File: config.mk
export PLATFORM = sky130hd
export DESIGN_NAME = mssa_top
export DESIGN_NICKNAME = d
export VERILOG_FILES = /design/src/rtl/mssa_pkg.sv /design/src/rtl/mssa_top.sv
export VERILOG_INCLUDE_DIRS = /design/src /design/src/rtl
export SDC_FILE = /design/constraint.sdc
export NUM_CORES = 1
export LEC_CHECK = 0
export BUFFER_PORTS_ARGS = -buffer_cell sky130_fd_sc_hd__clkbuf_2
export CORE_ASPECT_RATIO = 1.2
export CORE_MARGIN = 2
export CORE_UTILIZATION = 30
export CTS_BUF_LIST = sky130_fd_sc_hd__clkbuf_4
export DETAILED_ROUTE_END_ITERATION = 10
export PLACE_DENSITY = 0.46
export SLEW_MARGIN = 20
export SYNTH_ARGS = -nofsm -noshare
export SYNTH_HDL_FRONTEND = slang
export SYNTH_SLANG_ARGS = --single-unit
File: constraint.sdc
create_clock -name clk_sys_i -period 4 [get_ports clk_sys_i]
set_input_delay 0.6 -clock clk_sys_i [delete_from_list [all_inputs] [get_ports clk_sys_i]]
set_output_delay 0.6 -clock clk_sys_i [all_outputs]
set_load 0.02 [all_outputs]
File: src/rtl/mssa_consts.svh
// Function
// - Logical address is high switch nibble over low switch nibble, 1 to FFh.
// - Decode a 64-byte window at logical address times 64 plus 49152.
// - Failure lamp lights while the system-failure line is asserted.
// - Bus-activity lamp stretches each access to about 0.2 s, stays lit.
// - Error lamp lights while an error condition is pending.
// - Drive a four-character display with status, errors and closed relays.
// - Show ready when no error is pending and all matrix relays are open.
// - With matrix relays closed and no error, scroll closed relay coordinates.
// - With an error pending, scroll E, error number, then message text.
// - Remove the error message once the controller reads the last error.
// - Control 128 matrix relays and 20 configuration relays, one output each.
// - At power-up open all relays, configure two separate 4x16 matrices.
// - At power-up clear macros, non-buffered mode, settle/wordy/update on.
// - Open released matrix relays before closing newly closed ones.
`ifndef MSSA_CONSTS_SVH
`define MSSA_CONSTS_SVH
`define MSSA_WIN_SHIFT 6
`define MSSA_WIN_BASE 16'hC000
`define MSSA_REG_RELAY0 6'h00
`define MSSA_REG_CFG0 6'h10
`define MSSA_REG_CFG1 6'h12
`define MSSA_REG_MODE 6'h14
`define MSSA_REG_ERRNUM 6'h16
`define MSSA_REG_ERRMSG 6'h18
`define MSSA_REG_APPLY 6'h1A
`define MSSA_REG_STAT 6'h1C
`define MSSA_REG_IRQ_STAT 6'h1E
`define MSSA_REG_IRQ_MASK 6'h20
`define MSSA_REG_ERRRD 6'h22
`define MSSA_CFG_RESET 20'h00000
`define MSSA_MODE_RESET 8'h0B
`define MSSA_MODE_SETTLE 0
`define MSSA_MODE_WORDY 1
`define MSSA_MODE_SECBUF 2
`define MSSA_MODE_UPDATE 3
`define MSSA_MODE_BUFFERED 4
`define MSSA_MODE_MACROCLR 5
`define MSSA_CLK_HZ 10000000
`define MSSA_STRETCH_MS 200
`define MSSA_STRETCH_CYC ((`MSSA_CLK_HZ / 1000) * `MSSA_STRETCH_MS)
`define MSSA_DWELL_MS 500
`define MSSA_DWELL_CYC ((`MSSA_CLK_HZ / 1000) * `MSSA_DWELL_MS)
`define MSSA_BREAK_US 1000
`define MSSA_BREAK_CYC ((`MSSA_CLK_HZ / 1000000) * `MSSA_BREAK_US)
`define MSSA_IRQ_ERR 0
`define MSSA_IRQ_APPLIED 1
`define MSSA_CH_SPACE 8'h20
`define MSSA_CH_R 8'h52
`define MSSA_CH_D 8'h44
`define MSSA_CH_Y 8'h59
`define MSSA_CH_E 8'h45
`endif

File: src/rtl/mssa_pkg.sv
package mssa_pkg;
  typedef struct packed {
    logic [5:0] addr;
    logic [15:0] wdata;
    logic wr;
    logic rd;
  } mssa_bus_req_type;
  typedef enum logic [1:0] {
    MSSA_SW_IDLE = 2'b00,
    MSSA_SW_BREAK = 2'b01,
    MSSA_SW_MAKE = 2'b10
  } mssa_sw_state_type;
  typedef enum logic [1:0] {
    MSSA_DS_READY = 2'b00,
    MSSA_DS_RELAY = 2'b01,
    MSSA_DS_ERROR = 2'b10
  } mssa_disp_state_type;
endpackage : mssa_pkg

File: src/rtl/mssa_top.sv
`timescale 1ns/1ps
`default_nettype none
`include "mssa_consts.svh"
module mssa_top
  import mssa_pkg::*;
#(
  parameter int STRETCH_CYC = `MSSA_STRETCH_CYC,
  parameter int DWELL_CYC = `MSSA_DWELL_CYC
) (
  input wire logic clk_sys_i, // System clock
  input wire logic nrst_i, // Async reset, low
  input wire logic [3:0] address_high_digit_switch_i, // Rotary switch, high
  input wire logic [3:0] address_low_digit_switch_i, // Rotary switch, low
  input wire logic [15:0] bus_addr_i, // A16 byte address
  input wire logic [15:0] bus_wdata_i, // Write data
  input wire logic bus_wr_i, // Write strobe
  input wire logic bus_rd_i, // Read strobe
  output logic [15:0] bus_rdata_o, // Read data
  input wire logic sysfail_i, // System-failure line asserted
  output logic failure_indicator_o, // Failure lamp
  output logic bus_activity_indicator_o, // Activity lamp
  output logic error_indicator_o, // Error lamp
  output logic [31:0] display_o, // Four characters
  output logic [127:0] matrix_relay_o, // Matrix relay drives
  output logic [19:0] cfg_relay_o, // Configuration relay drives
  output logic [7:0] mode_o, // Mode settings
  output logic [7:0] logical_address_o, // Logical address
  output logic irq_o // Interrupt, high
);
  // ****************************************
  // Switch sync and window decode
  // ****************************************
  // A code counts only once two stages agree, so a half-turned switch never latches
  logic [7:0] sw_s1_q, sw_s2_q, sw_s3_q, la_q;
  always_ff @(posedge clk_sys_i or negedge nrst_i) begin
    if (!nrst_i) begin
      sw_s1_q <= 8'h00;
      sw_s2_q <= 8'h00;
      sw_s3_q <= 8'h00;
      la_q <= 8'h00;
    end else begin
      sw_s1_q <= {address_high_digit_switch_i, address_low_digit_switch_i};
      sw_s2_q <= sw_s1_q;
      sw_s3_q <= sw_s2_q;
      if (sw_s2_q == sw_s3_q) begin
        la_q <= sw_s3_q;
      end
    end
  end
  assign logical_address_o = la_q;
  logic [15:0] win_base;
  logic hit;
  mssa_bus_req_type req;
  assign win_base = 16'(({8'h00, la_q} << `MSSA_WIN_SHIFT) + `MSSA_WIN_BASE);
  // Address 0 is reserved for the commander, so never decode it
  assign hit = (la_q != 8'h00) && (bus_addr_i[15:6] == win_base[15:6]);
  assign req = '{addr: bus_addr_i[5:0], wdata: bus_wdata_i,
                 wr: bus_wr_i & hit, rd: bus_rd_i & hit};

  // ****************************************
  // Registers
  // ****************************************
  logic [127:0] target_q, relay_q;
  logic [19:0] cfg_q;
  logic [7:0] mode_q;
  logic [7:0] errnum_q;
  logic [15:0] errmsg_q;
  logic err_pend_q;
  logic [1:0] irq_stat_q, irq_mask_q;
  logic apply_req;
  logic applied_ev;
  logic err_ev;
  assign apply_req = req.wr && req.addr == `MSSA_REG_APPLY && req.wdata[0];
  assign err_ev = req.wr && req.addr == `MSSA_REG_ERRNUM;
  generate
    for (genvar g = 0; g < 8; g++) begin : g_tgt
      always_ff @(posedge clk_sys_i or negedge nrst_i) begin
        if (!nrst_i) begin
          target_q[g*16 +: 16] <= 16'h0000;
        end else if (req.wr && req.addr == 6'(`MSSA_REG_RELAY0 + 2*g)) begin
          target_q[g*16 +: 16] <= req.wdata;
        end
      end
    end
  endgenerate
  always_ff @(posedge clk_sys_i or negedge nrst_i) begin
    if (!nrst_i) begin
      cfg_q <= `MSSA_CFG_RESET;
      mode_q <= `MSSA_MODE_RESET;
    end else begin
      if (req.wr && req.addr == `MSSA_REG_CFG0) begin
        cfg_q[15:0] <= req.wdata;
      end
      if (req.wr && req.addr == `MSSA_REG_CFG1) begin
        cfg_q[19:16] <= req.wdata[3:0];
      end
      if (req.wr && req.addr == `MSSA_REG_MODE) begin
        mode_q <= req.wdata[7:0];
      end
    end
  end
  always_ff @(posedge clk_sys_i or negedge nrst_i) begin
    if (!nrst_i) begin
      errnum_q <= 8'h00;
      errmsg_q <= 16'h0000;
      err_pend_q <= 1'b0;
    end else begin
      if (err_ev) begin
        errnum_q <= req.wdata[7:0];
        err_pend_q <= 1'b1;
      end else if (req.rd && req.addr == `MSSA_REG_ERRRD) begin
        err_pend_q <= 1'b0;
      end
      if (req.wr && req.addr == `MSSA_REG_ERRMSG) begin
        errmsg_q <= req.wdata;
      end
    end
  end
  logic [1:0] irq_set;
  logic [1:0] irq_clr;
  assign irq_set[`MSSA_IRQ_ERR] = err_ev;
  assign irq_set[`MSSA_IRQ_APPLIED] = applied_ev;
  assign irq_clr = (req.wr && req.addr == `MSSA_REG_IRQ_STAT) ? req.wdata[1:0] : 2'b00;
  generate
    for (genvar b = 0; b < 2; b++) begin : g_irq
      always_ff @(posedge clk_sys_i or negedge nrst_i) begin
        if (!nrst_i) begin
          irq_stat_q[b] <= 1'b0;
        end else if (irq_set[b]) begin
          // Set wins over a same-cycle clear
          irq_stat_q[b] <= 1'b1;
        end else if (irq_clr[b]) begin
          irq_stat_q[b] <= 1'b0;
        end
      end
    end
  endgenerate
  always_ff @(posedge clk_sys_i or negedge nrst_i) begin
    if (!nrst_i) begin
      irq_mask_q <= 2'b00;
    end else if (req.wr && req.addr == `MSSA_REG_IRQ_MASK) begin
      irq_mask_q <= req.wdata[1:0];
    end
  end
  always_ff @(posedge clk_sys_i or negedge nrst_i) begin
    if (!nrst_i) begin
      irq_o <= 1'b0;
    end else begin
      irq_o <= |(irq_stat_q & irq_mask_q);
    end
  end

  // ****************************************
  // Break-before-make sequencer
  // ****************************************
  // Released relays open first, so no two paths are ever joined while switching
  mssa_sw_state_type sw_q;
  logic [15:0] brk_cnt_q;
  logic [127:0] pend_q;
  always_ff @(posedge clk_sys_i or negedge nrst_i) begin
    if (!nrst_i) begin
      sw_q <= MSSA_SW_IDLE;
      relay_q <= 128'h0;
      pend_q <= 128'h0;
      brk_cnt_q <= 16'h0000;
      applied_ev <= 1'b0;
    end else begin
      applied_ev <= 1'b0;
      case (sw_q)
        MSSA_SW_IDLE: begin
          // Apply requests during a transfer are dropped, not queued
          if (apply_req) begin
            pend_q <= target_q;
            relay_q <= relay_q & target_q;
            brk_cnt_q <= 16'(`MSSA_BREAK_CYC);
            sw_q <= MSSA_SW_BREAK;
          end
        end
        MSSA_SW_BREAK: begin
          // Settle wait off skips the contact release time
          if (brk_cnt_q <= 16'h0001 || !mode_q[`MSSA_MODE_SETTLE]) begin
            sw_q <= MSSA_SW_MAKE;
          end else begin
            brk_cnt_q <= brk_cnt_q - 16'h0001;
          end
        end
        MSSA_SW_MAKE: begin
          relay_q <= pend_q;
          applied_ev <= 1'b1;
          sw_q <= MSSA_SW_IDLE;
        end
        default: sw_q <= MSSA_SW_IDLE;
      endcase
    end
  end
  always_ff @(posedge clk_sys_i or negedge nrst_i) begin
    if (!nrst_i) begin
      matrix_relay_o <= 128'h0;
      cfg_relay_o <= `MSSA_CFG_RESET;
      mode_o <= `MSSA_MODE_RESET;
    end else begin
      matrix_relay_o <= relay_q;
      cfg_relay_o <= cfg_q;
      mode_o <= mode_q;
    end
  end

  // ****************************************
  // Read path
  // ****************************************
  // Only the error readback has a side effect
  logic [15:0] rd_d;
  always_comb begin
    rd_d = 16'h0000;
    if (req.addr < `MSSA_REG_CFG0) begin
      rd_d = target_q[{req.addr[3:1], 4'h0} +: 16];
    end else begin
      case (req.addr)
        `MSSA_REG_CFG0: rd_d = cfg_q[15:0];
        `MSSA_REG_CFG1: rd_d = {12'h000, cfg_q[19:16]};
        `MSSA_REG_MODE: rd_d = {8'h00, mode_q};
        `MSSA_REG_ERRNUM: rd_d = {8'h00, errnum_q};
        `MSSA_REG_ERRMSG: rd_d = errmsg_q;
        `MSSA_REG_STAT: rd_d = {13'h0000, sw_q != MSSA_SW_IDLE, err_pend_q, |relay_q};
        `MSSA_REG_IRQ_STAT: rd_d = {14'h0000, irq_stat_q};
        `MSSA_REG_IRQ_MASK: rd_d = {14'h0000, irq_mask_q};
        `MSSA_REG_ERRRD: rd_d = {8'h00, errnum_q};
        default: rd_d = 16'h0000;
      endcase
    end
  end
  always_ff @(posedge clk_sys_i or negedge nrst_i) begin
    if (!nrst_i) begin
      bus_rdata_o <= 16'h0000;
    end else begin
      bus_rdata_o <= req.rd ? rd_d : 16'h0000;
    end
  end

  // ****************************************
  // Indicators
  // ****************************************
  // Lamp follows the filtered line, so a one-clock glitch never shows
  logic sf_s1_q, sf_s2_q, sf_s3_q;
  logic [23:0] act_cnt_q;
  always_ff @(posedge clk_sys_i or negedge nrst_i) begin
    if (!nrst_i) begin
      sf_s1_q <= 1'b0;
      sf_s2_q <= 1'b0;
      sf_s3_q <= 1'b0;
      failure_indicator_o <= 1'b0;
      error_indicator_o <= 1'b0;
    end else begin
      sf_s1_q <= sysfail_i;
      sf_s2_q <= sf_s1_q;
      sf_s3_q <= sf_s2_q;
      if (sf_s2_q == sf_s3_q) begin
        failure_indicator_o <= sf_s3_q;
      end
      error_indicator_o <= err_pend_q;
    end
  end
  always_ff @(posedge clk_sys_i or negedge nrst_i) begin
    if (!nrst_i) begin
      act_cnt_q <= 24'h000000;
      bus_activity_indicator_o <= 1'b0;
    end else begin
      // Retrigger keeps the lamp lit under back-to-back accesses
      if (req.wr || req.rd) begin
        act_cnt_q <= 24'(STRETCH_CYC);
      end else if (act_cnt_q != 24'h000000) begin
        act_cnt_q <= act_cnt_q - 24'h000001;
      end
      bus_activity_indicator_o <= req.wr || req.rd || act_cnt_q != 24'h000000;
    end
  end

  // ****************************************
  // Display sequencer
  // ****************************************
  mssa_disp_state_type ds_q;
  logic [23:0] dwell_q;
  logic [6:0] scan_q;
  logic [1:0] estep_q;
  logic [31:0] disp_d;
  logic tick;
  assign tick = (dwell_q == 24'h000000);
  // Row is the high three index bits, column the low four
  function automatic logic [7:0] hexc(input logic [3:0] n);
    hexc = (n < 4'hA) ? 8'(8'h30 + n) : 8'(8'h37 + n);
  endfunction : hexc
  always_ff @(posedge clk_sys_i or negedge nrst_i) begin
    if (!nrst_i) begin
      ds_q <= MSSA_DS_READY;
      dwell_q <= 24'h000000;
      scan_q <= 7'h00;
      estep_q <= 2'b00;
    end else begin
      dwell_q <= tick ? 24'(DWELL_CYC - 1) : dwell_q - 24'h000001;
      if (err_pend_q) begin
        ds_q <= MSSA_DS_ERROR;
      end else if (|relay_q) begin
        ds_q <= MSSA_DS_RELAY;
      end else begin
        ds_q <= MSSA_DS_READY;
      end
      if (ds_q != MSSA_DS_ERROR) begin
        estep_q <= 2'b00;
      end else if (tick) begin
        estep_q <= (estep_q == 2'b10) ? 2'b00 : estep_q + 2'b01;
      end
      // Skip open relays one per clock, hold on a closed one for a dwell
      if (ds_q == MSSA_DS_RELAY && (!relay_q[scan_q] || tick)) begin
        scan_q <= scan_q + 7'h01;
      end
    end
  end
  always_comb begin
    disp_d = {`MSSA_CH_R, `MSSA_CH_D, `MSSA_CH_Y, `MSSA_CH_SPACE};
    case (ds_q)
      MSSA_DS_READY: disp_d = {`MSSA_CH_R, `MSSA_CH_D, `MSSA_CH_Y, `MSSA_CH_SPACE};
      MSSA_DS_RELAY: disp_d = {hexc({1'b0, scan_q[6:4]}), 8'h2C, hexc(scan_q[3:0]),
                               `MSSA_CH_SPACE};
      MSSA_DS_ERROR: begin
        case (estep_q)
          2'b00: disp_d = {`MSSA_CH_E, {3{`MSSA_CH_SPACE}}};
          2'b01: disp_d = {hexc(errnum_q[7:4]), hexc(errnum_q[3:0]), {2{`MSSA_CH_SPACE}}};
          default: disp_d = {hexc(errmsg_q[15:12]), hexc(errmsg_q[11:8]),
                             hexc(errmsg_q[7:4]), hexc(errmsg_q[3:0])};
        endcase
      end
      default: disp_d = {`MSSA_CH_R, `MSSA_CH_D, `MSSA_CH_Y, `MSSA_CH_SPACE};
    endcase
  end
  always_ff @(posedge clk_sys_i or negedge nrst_i) begin
    if (!nrst_i) begin
      display_o <= {`MSSA_CH_R, `MSSA_CH_D, `MSSA_CH_Y, `MSSA_CH_SPACE};
    end else if (ds_q != MSSA_DS_RELAY || relay_q[scan_q]) begin
      display_o <= disp_d;
    end
  end
endmodule : mssa_top
`default_nettype wire

Word level (Yosys, flattened, before mapping)

Cells that the tools add are included.

Flip-flop bits (word level): 762
Output and inout bits: 216

Add/subtract/negate cells: 22
$lt $le $gt $ge: 11
Equal/unequal tests: 31
Shift operators: 1
Mux-type cells: 39
Bitwise operators: 4
Reduce and logical (&&, ||, !) cells: 48

Operators by type and width:

| kind                                                            | count |
|---|---|
| case mux 128 bit (2 select lines)                               | 1 |
| bitwise AND 128 bit                                             | 1 |
| two-way mux 128 bit                                             | 1 |
| case mux 16 bit (8 select lines)                                | 1 |
| OR reduction 128 bit                                            | 1 |
| variable part select 128 x 8 -> 16 bit                          | 1 |
| case mux 31 bit (2 select lines)                                | 2 |
| adder 6 x 4 -> 7 bit, first input constant                      | 14 |
| two-way mux 24 bit                                              | 3 |
| two-way mux 16 bit                                              | 4 |
| two-way mux 7 bit                                               | 8 |
| == test 6 x 5 -> 1 bit, second input constant                   | 8 |
| subtractor 24 x 1 -> 24 bit, second input constant              | 2 |
| case mux 16 bit (2 select lines)                                | 1 |
| < comparator 4 bit, second input constant                       | 7 |
| == test 6 x 4 -> 1 bit, second input constant                   | 4 |
| logical NOT 24 bit                                              | 1 |
| nonzero test 24 bit                                             | 1 |
| logical AND 1 bit                                               | 20 |
| adder 15 x 15 -> 16 bit, second input constant                  | 1 |
| less-or-equal comparator 16 x 1 -> 1 bit, second input constant | 1 |
| nonzero test 2 bit                                              | 8 |
| subtractor 16 x 1 -> 16 bit, second input constant              | 1 |
| adder 6 x 3 -> 7 bit, first input constant                      | 2 |
| 29 further kinds                                                | 62 |

Logic depth before layout (Yosys ltp)

Gate-level depths: netlist of the first run.

Depth in word-level cells: 8
Depth in mapped cells: 11
Depth with buffers taken out: 8

Least setup slack after synthesis of the first run

OpenSTA, ideal clock, no wires.

Kind: input -> register
Start: input bus_addr_i[11]
End: register target_q[64]
Library setup time: 128 ps
Arrival: 2618 ps
Data required time: 3872 ps
Slack: 1255 ps
Stages: 9
Buffers on the path: 2
Cell sequence: xor2_1 -> nor4_2 -> o2111ai_2 -> nor3_4 -> nand2_1 -> or3_1 -> buf_2 -> buf_6 -> mux2_1

Longest elaborated chain between the ends: 4

Ends and longest elaborated chain:

| what                            | RTL line       | source |
|---|---|---|
| from (decl)                     | mssa_top.sv:14 | `input wire logic [15:0] bus_addr_i,` |
| == test 10 bit                  | mssa_top.sv:56 | `assign hit = (la_q != 8'h00) && (bus_addr_i[15:6] == win_base[15:6]);` |
| logical AND 1 bit               | mssa_top.sv:56 |  |
| bitwise AND 1 bit               | mssa_top.sv:58 | `wr: bus_wr_i & hit, rd: bus_rd_i & hit};` |
| logical AND 1 bit               | mssa_top.sv:80 | `` end else if (req.wr && req.addr == 6'(`MSSA_REG_RELAY0 + 2*g)) begin `` |
| to (signal, indexed assignment) | mssa_top.sv:81 | `target_q[g*16 +: 16] <= req.wdata;` |
| to (decl)                       | mssa_top.sv:63 | `logic [127:0] target_q, relay_q;` |

No other way between the ends.
A chain may end at the register's enable or synchronous reset.

Worst setup path in the final report of the first run

Start: register scan_q[3]
End: register display_o[2]

Longest elaborated chain between the ends: 3

Ends and longest elaborated chain:

| what                                    | RTL line        | source |
|---|---|---|
| from (decl)                             | mssa_top.sv:283 | `logic [6:0] scan_q;` |
| from (signal assigned)                  | mssa_top.sv:314 | `scan_q <= scan_q + 7'h01;` |
| binary-select mux 1 bit (select 7 bit)  | mssa_top.sv:338 | `end else if (ds_q != MSSA_DS_RELAY \|\| relay_q[scan_q]) begin` |
| two-way mux 1 bit (implied by the code) | mssa_top.sv:338 |  |
| logical OR 1 bit                        | mssa_top.sv:338 |  |
| to (signal assigned)                    | mssa_top.sv:337 | `` display_o <= {`MSSA_CH_R, `MSSA_CH_D, `MSSA_CH_Y, `MSSA_CH_SPACE}; `` |
| to (signal assigned)                    | mssa_top.sv:339 | `display_o <= disp_d;` |
| to (decl)                               | mssa_top.sv:23  | `output logic [31:0] display_o,` |

No other way between the ends. The select of a mux whose other input is x is not followed.

==> flow_summary.toml, run 1 <==
[floorplan]
core_region_area_um2 = 103000
die_h_um = 357
placementRows = 129
ios = 261
die-area_um2 = 106000
initial_core_util_pct = 30.2
dieWidth_um = 298

[final_layout]
regArea_um2 = 19000
final_common_cell = "dfrtp_1"
design_area_um2 = 37100
final_nets = 3132
final_cell_mix = "dfrtp_1, nand2_1, clkbuf_4"
layout.cells.non_filler = 4605
nFillCells = 10372
drive_above_1_share_pct = 29.7
area_growth_pct = 19.1
utilization_pct = 36.0
multi_input_comb_area_um2 = 11400

[timing]
final.min_clock_period_ns = 3.53
maxSlewViolCount = 0
hold_viol = 0
setup_tns_ns = 0
layout_setup_ws_ns = 0.469
timing.final.crit_share_pct = 88.3
maxSlewHeadroom_pct = 33.5
hold_slack_ns = 0.117
max_clock_freq_mhz = 283
tightest_slew_ns = 0.998
fin_skew_ns = 0.0723
rsz0062_at_grt = "no"
setup_violations = 0

[setup_path]
endpoint_kind = "register"
cp-start-kind = "register"
cp.required_ns = 4.98
critPathArrivalTime_ns = 4.51
critical_path_class = "register to register"
critPathMaxFanout = 27

[route]
first_iter_violations = 1915
drc = 0
ant_nets = 0
num_vias = 22665
wl_mm = 102
wl_per_cell_um = 22.2
viasPerCell = 4.92
first_pass_iters = 8

[yosys]
ys.flop_type = "dfrtp_1"
synth_area_um2 = 31100
synth_seq_cells = 757
synth-edff-count = 0
synth_top_family_by_area = "multiplexers"
syn_inst = 2669
yosys.area_share.simple_pct = 12.3
yosys-top-cells-area = "dfrtp_1, nand2_1, mux2_2, mux4_2, o21ai_0"
synth_compound_area_share_pct = 8.31
synth_top_area_share_pct = 59.6
synthMuxAreaShare_pct = 13.0
synth_cell_types = 72
async_reset_ff_share_pct = 100
yosys_warnings = 0
synth_xor_xnor_area_share_pct = 2.17
synth_top_area_cell = "dfrtp_1"
synth.avg_cell_area_um2 = 11.7
synthAdderAreaFrac_pct = 0.635
ys_seq_area_share_pct = 60.9

[clock_tree]
cts.htree.levels = 4
root_buffer = "clkbuf_4"
cts_tree = "built"
clk_path_buf_depth = 3
insertion_delay_ns = 1.12
cts.sinks = 757
post_cts_buffers = 0
cts-buffers-inserted = 196
path_clk_slew_ns = 0.07

[power]
swShare_pct = 24.2
switchingPower_mw = 3.65
clkPwrFrac_pct = 45.0
seqPwrFrac_pct = 51.6
combPwrFrac_pct = 3.4
vdd_drop_max_v = 0.000195
p_leak_nw = 16.5
p_per_area_nw_per_um2 = 407
power.total_mw = 15.1
p_int_mw = 11.4

[placement]
dp.cells = 4222
port_buffers = 256
preCtsSetupSlack_ns = 0.482
gp_congestion = 0.847
place_area_um2 = 34200
detailed_place_hpwl_mm = 72.6

[global_routing]
overflow = 0
grt_start_max_net_pins = 117
antenna_found_initial = 7
grtUsageTotal_pct = 19.3
grt_pass1_wl_mm = 152
grt_pass1_vias = 23142

[min_path]
hold_path.class = "input port to register"

[flow_run]
maxCapViolCount = 0

[run_status]
status = "finished clean"
## state kept, by name, summed over array words and instances, names as in the netlist, 24 cells and up
register	count
matrix_relay_o	128
pend_q	128
relay_q	128
target_q	128
display_o	28
act_cnt_q	24
dwell_q	24
## per-layer routing
layer | GRT usage [%] | up-vias | share of wire [%]
met4 | 8.54 | 4 | 3.8
met2 | 32.1 | 688 | 50
li1 | - | 10224 | -
met3 | 4.01 | 179 | 4.8
met1 | 24.3 | 11570 | 42
met5 | 0 | - | 0.023
## layout make-up
type | instances | area share, %
sequential | 757 | 51.2
multi-input combinational | 1720 | 30.7
clock buffer | 296 | 5.99
timing repair buffer | 360 | 6.28
clock inverter | 54 | 0.857
antenna | 6 | 0.0405
inverter | 37 | 0.375
tap | 1375 | 4.64
## critical path, cell delays in order (launching register included)
cell and delay (ns):
dfrtp_1 0.86, and2_1 0.72, a22oi_1 0.26, a211o_1 0.39
a32oi_2 0.36, nand2b_1 0.21, buf_12 0.21, mux2_2 0.36
## Yosys cell counts, types with 36 or more instances
| master | count |
|---|---|
| xor2_1 | 36 |
| mux4_2 | 58 |
| nor4_1 | 49 |
| a21oi_1 | 44 |
| dfrtp_1 | 741 |
| inv_1 | 37 |
| mux2_2 | 198 |
| o21ai_0 | 254 |
| xnor2_1 | 41 |
| clkbuf_1 | 112 |
| nor2_1 | 84 |
| nand2_1 | 595 |
## path summary, 6_finish.rpt
| path | start | to | slack [ns] | depth (start not counted) |
|---|---|---|---|---|
| min reg2reg | sw_s1_q[0] | sw_s2_q[0] | 0.31 | 0 |
| max in group asynchronous | nrst_i | display_o[28] | 2.74 | 3 |
| min in group asynchronous | nrst_i | relay_q[125] | 0.17 | 2 |
| max reg2reg | scan_q[3] | display_o[2] | 0.47 | 7 |
| max | scan_q[3] | display_o[2] | 0.47 | 7 |
| min | bus_wdata_i[9] | cfg_q[9] | 0.12 | 2 |
## kinds of logic after synthesis
family,Yosys count
compound gates,443
simple gates,884
xor+xnor,77
mux,296
buf+inv,195
other cells,1
fa+ha+maj,16
flops,757
## power by group through the flow
stage	sequential (mW)	clock (mW)	combinational [mW]
2_1_floorplan	7.93	0	0.182
3_5_place_dp	7.93	0	0.512
4_1_cts	7.78	7.07	0.535
3_3_place_gp	7.92	0	0.502
5_1_grt	7.79	7.51	0.581
6_report	7.79	6.80	0.517
## timing repair
action                                  4_1_cts  5_1_grt
endpoints found under the hold margin       144        0
hold buffers                                 27        0
gates resized for setup                       0        0
endpoints found under the setup margin        0        0
(Power assumes the default switching activity.)
==> run 2: changes to the inputs <==
Settings changed: BUFFER_PORTS_ARGS -buffer_cell sky130_fd_sc_hd__clkbuf_2 to -buffer_cell sky130_fd_sc_hd__buf_2, HOLD_SLACK_MARGIN set to 0.06.
==> run 2 against run 1 <==
- count of clock-buffer cells in the layout fell by 13
- cell area rose by 0.38%
- setup slack got worse by 0.055 ns
- flip-flop and latch count did not move
- critical path depth rose by 2
- critical endpoint is now scan_q[1]
- highest routed layer unchanged
- sequential power barely moved
- combinational power rose by 2%
- sequential share of layout area fell by 0.19 points
- utilization rose by 0.14 points
- register-to-register slack got worse by 0.06 ns
- non-clock buffer count rose by 8
- die area did not move
==> flow_summary.toml, run 2 (synthesis results as in run 1) <==
[global_routing]
grt_start_max_net_pins = 258
overflow = 0
grt_pass1_wl_mm = 153
grtUsageTotal_pct = 19.3
grt_pass1_vias = 23117
antenna_found_initial = 11

[route]
viasPerCell = 4.97
first_pass_iters = 9
wl_mm = 103
wl_per_cell_um = 22.3
ant_nets = 0
first_iter_violations = 1474
num_vias = 22905
drc = 0

[floorplan]
ios = 261
die_h_um = 357
placementRows = 129
core_region_area_um2 = 103000
initial_core_util_pct = 30.2
die-area_um2 = 106000
dieWidth_um = 298

[power]
vdd_drop_max_v = 0.000229
p_leak_nw = 16.4
power.total_mw = 15.3
p_per_area_nw_per_um2 = 411

[clock_tree]
post_cts_resize_count = 0
root_buffer = "clkbuf_4"
cts-buffers-inserted = 196
path_clk_slew_ns = 0.07
cts.sinks = 757
clk_path_buf_depth = 3
cts_tree = "built"
cts_hold_buf = 42
insertion_delay_ns = 1.15
cts.htree.levels = 4
post_cts_buffers = 0

[timing]
setup_tns_ns = 0
hold_slack_ns = 0.172
final.min_clock_period_ns = 3.59
maxSlewViolCount = 0
setup_violations = 0
rsz0062_at_grt = "no"
hold_viol = 0
maxSlewHeadroom_pct = 38.9
max_clock_freq_mhz = 279
fin_skew_ns = 0.0962
tightest_slew_ns = 0.917
timing.final.crit_share_pct = 89.7

[setup_path]
critical_path_class = "register to register"
critPathMaxFanout = 19
endpoint_kind = "register"
ff2ff_setup_slack_ns = 0.41
cp.required_ns = 5.03
critPathArrivalTime_ns = 4.62
cp-start-kind = "register"
r2r-start = "scan_q[1]"
critical_path.startpoint = "scan_q[1]"

[placement]
port_buffers = 256
gp_congestion = 0.851
place_area_um2 = 34200
detailed_place_hpwl_mm = 72.8

[final_layout]
final_cell_mix = "dfrtp_1, nand2_1, clkbuf_4"
drive_above_1_share_pct = 29.2
utilization_pct = 36.1
area_growth_pct = 19.6
final_nets = 3140
design_area_um2 = 37200
final_common_cell = "dfrtp_1"

[min_path]
hold_path.class = "input port to async pin"

[flow_run]
maxCapViolCount = 0

[run_status]
status = "finished clean"
[run 2: final timing paths]
| path | cells after the start | to |
|---|---|---|
| worst max-delay path | 9 | scan_q[1] |
| worst min-delay path | 2 | matrix_relay_o[101] |
| worst max register to register | 9 | scan_q[1] |
| worst min register to register | 0 | sw_s2_q[1] |
| max in group asynchronous | 3 | sw_s1_q[7] |
| min in group clk_sys_i | 6 | irq_stat_q[0] |
[run 2: critical path, stage by stage (launching register included)]
cell and delay [ns]:
dfrtp_2 0.79, mux4_2 0.61, mux2i_1 0.36, o22ai_1 0.19, nor4bb_1 0.31, buf_4 0.16, a32oi_2 0.16, buf_4 0.24
a21oi_1 0.24, mux2_2 0.36
[run 2: power breakdown]
group          leakage [nW]  internal, mW  switching, mW
clock network          1.52          3.70           3.29
registers              8.90          7.72         0.0629
logic                  5.93         0.165          0.360
[run 2: cell type report]
| cell class | instances | area (um2) |
|---|---|---|
| fillers | 10314 | 65800 |
| flip-flops and latches | 757 | 19000 |
| multi-input cells | 1720 | 11400 |
| repair buffers | 368 | 2420 |
| clock buffers | 283 | 2120 |
| well taps | 1375 | 1720 |
| clock inverters | 61 | 454 |
| inverters | 37 | 139 |
| diodes | 10 | 25.0 |
[run 2: per-stage QoR]
step | setup WS [ns] | std cells
after floorplan | 1.25 | 2672
after global routing | 0.346 | 4610
final | 0.413 | 4611
after global placement | 0.503 | 4214
after detailed placement | 0.509 | 4214
after CTS | 0.498 | 4600
[run 2: per-layer routing]
metal,GRT usage [%],share of wire (%),wire [um],vias up
met3,4.58,5.2,5320,198
li1,-,-,-,10230
met5,0,0.077,79,-
met2,32.5,50,51000,721
met4,7.76,3.5,3600,14
met1,23.9,42,42600,11742
==> run 3: changes to the inputs <==
Settings changed: CTS_BUF_LIST sky130_fd_sc_hd__clkbuf_4 to sky130_fd_sc_hd__clkbuf_2.
==> run 3 against run 2 <==
- clock power is 18% lower
- critical path type unchanged
- cell count increased by 1.3%
- worst hold slack better by 0.12 ns
- critical endpoint is now target_q[64]
==> flow_summary.toml, run 3 (synthesis results as in run 1) <==
[floorplan]
placementRows = 129
initial_core_util_pct = 30.2
die-area_um2 = 106000
core_region_area_um2 = 103000
ios = 261
dieWidth_um = 298
die_h_um = 357

[global_routing]
grt_pass1_vias = 23486
grt_pass1_wl_mm = 157
antenna_found_initial = 7
grtUsageTotal_pct = 19.9
grt_start_max_net_pins = 258
overflow = 0

[setup_path]
crit_end = "target_q[64]"
worst_path_largest_cell_delay_ns = 0.75
r2r-start = "logical_address_o[5]"
endpoint_kind = "register"
path_depth = 8
crit_chain = "xor2_1, nor4_2, o2111ai_2, dlygate4sd3_1, nor3_4, nand2_1, or3_1, mux2_1"
critical_path_buf_inv_count = 1
rr_worst_depth = 8
timing.rr.end = "target_q[64]"
cp-start-kind = "register"
critical_path.startpoint = "logical_address_o[5]"
cp.required_ns = 5.34
critPathArrivalTime_ns = 5.11
slowest_stage = "dlygate4sd3_1"
critical_path_class = "register to register"
ff2ff_setup_slack_ns = 0.23
critPathMaxFanout = 16
critical_path.top_delay_family = "simple AND/OR/NAND/NOR gates"

[timing]
setup_violations = 0
rsz0062_at_grt = "no"
maxSlewHeadroom_pct = 31.8
fin_skew_ns = 0.145
tightest_slew_ns = 1.02
final.min_clock_period_ns = 3.77
hold_slack_ns = 0.290
max_clock_freq_mhz = 265
timing.final.crit_share_pct = 94.2
hold_viol = 0
maxSlewViolCount = 0
setup_tns_ns = 0

[placement]
detailed_place_hpwl_mm = 72.8
port_buffers = 256
gp_congestion = 0.851

[power]
p_per_area_nw_per_um2 = 379
seqPwrFrac_pct = 55.2
p_int_mw = 10.3
p_leak_nw = 16.5
clkPwrFrac_pct = 40.6
swShare_pct = 26.8
combPwrFrac_pct = 4.2
switchingPower_mw = 3.77
vdd_drop_max_v = 0.000220

[clock_tree]
cts.sinks = 757
root_buffer = "clkbuf_2"
path_clk_slew_ns = 0.10
cts.htree.levels = 4
cts-buffers-inserted = 195
post_cts_buffers = 0
insertion_delay_ns = 1.54
cts_tree = "built"
clk_path_buf_depth = 3

[final_layout]
utilization_pct = 36.1
final_common_cell = "dfrtp_1"
drive_above_1_share_pct = 28.9
final_nets = 3199
area_growth_pct = 19.4
final_cell_mix = "dfrtp_1, nand2_1, clkbuf_2"

[route]
drc = 0
viasPerCell = 4.94
wl_per_cell_um = 22.7
first_iter_violations = 1477
wl_mm = 106
first_pass_iters = 7
num_vias = 23101
ant_nets = 0

[flow_run]
maxCapViolCount = 0

[run_status]
status = "finished clean"

[min_path]
hold_path.class = "input port to register"
[run 3: worst min-delay path by stage]
stage | start | end | slack (ns) | cells past startpoint
global placement | sw_s1_q[7] | sw_s2_q[7] | 0.33 | 0
floorplan | nrst_i | act_cnt_q[0] | 0.30 | 0
detailed placement | sw_s1_q[1] | sw_s2_q[1] | 0.34 | 0
finish | bus_addr_i[9] | pend_q[21] | 0.29 | 8
global route | bus_addr_i[11] | pend_q[26] | 0.12 | 8
CTS | bus_wr_i | act_cnt_q[17] | 0.09 | 5
[run 3: power groups by stage]
stage	Sequential [mW]	Combinational (mW)	Clock [mW]
after floorplan	7.93	0.182	0
after global routing	7.79	0.650	6.37
final	7.78	0.588	5.71
after CTS	7.78	0.602	5.97
after global placement	7.92	0.498	0
after detailed placement	7.93	0.508	0
[run 3: cell type report]
type	instances	area [um2]
Fill cell	10308	65800
Sequential cell	757	19000
Multi-Input combinational cell	1720	11400
Timing Repair Buffer	428	3040
Tap cell	1375	1720
Clock buffer	287	1440
Clock inverter	60	459
Inverter	37	139
Antenna cell	8	20.0
[run 3: per-stage QoR]
stage / setup slack, ns / cells / area [um2] / power [mW]
after floorplan: 1.25 / 2672 / 31100 / 8.11
after global placement: 0.503 / 4214 / 34200 / 8.42
after detailed placement: 0.509 / 4214 / 34200 / 8.43
after CTS: 0.192 / 4663 / 37100 / 14.4
after global routing: 0.0577 / 4671 / 37100 / 14.8
final: 0.232 / 4672 / 37100 / 14.1
[run 3: what timing repair did]
item                      in CTS  in global routing
hold buffers                 102                  0
hold endpoints to repair    1131                  0
gates resized for setup        0                  0
[run 3: layer usage]
| layer | part of all wire [%] | wire, um | vias to the layer above | track usage [%] |
|---|---|---|---|---|
| li1 | - | - | 10353 | - |
| met1 | 41 | 43400 | 11858 | 24.3 |
| met2 | 50 | 53300 | 698 | 34.0 |
| met3 | 5.3 | 5620 | 182 | 4.48 |
| met4 | 3.7 | 3920 | 10 | 8.28 |
| met5 | 0.053 | 56 | - | 0 |
[run 3: tightest hold or removal path: cells and delay by family]
family / cells / cell delay, ns
buffers and inverters: 2 / 0.39
AOI/OAI and AO/OA: 1 / 0.17
xor gates and xnor gates: 1 / 0.17
and+or+nand+nor: 4 / 0.39
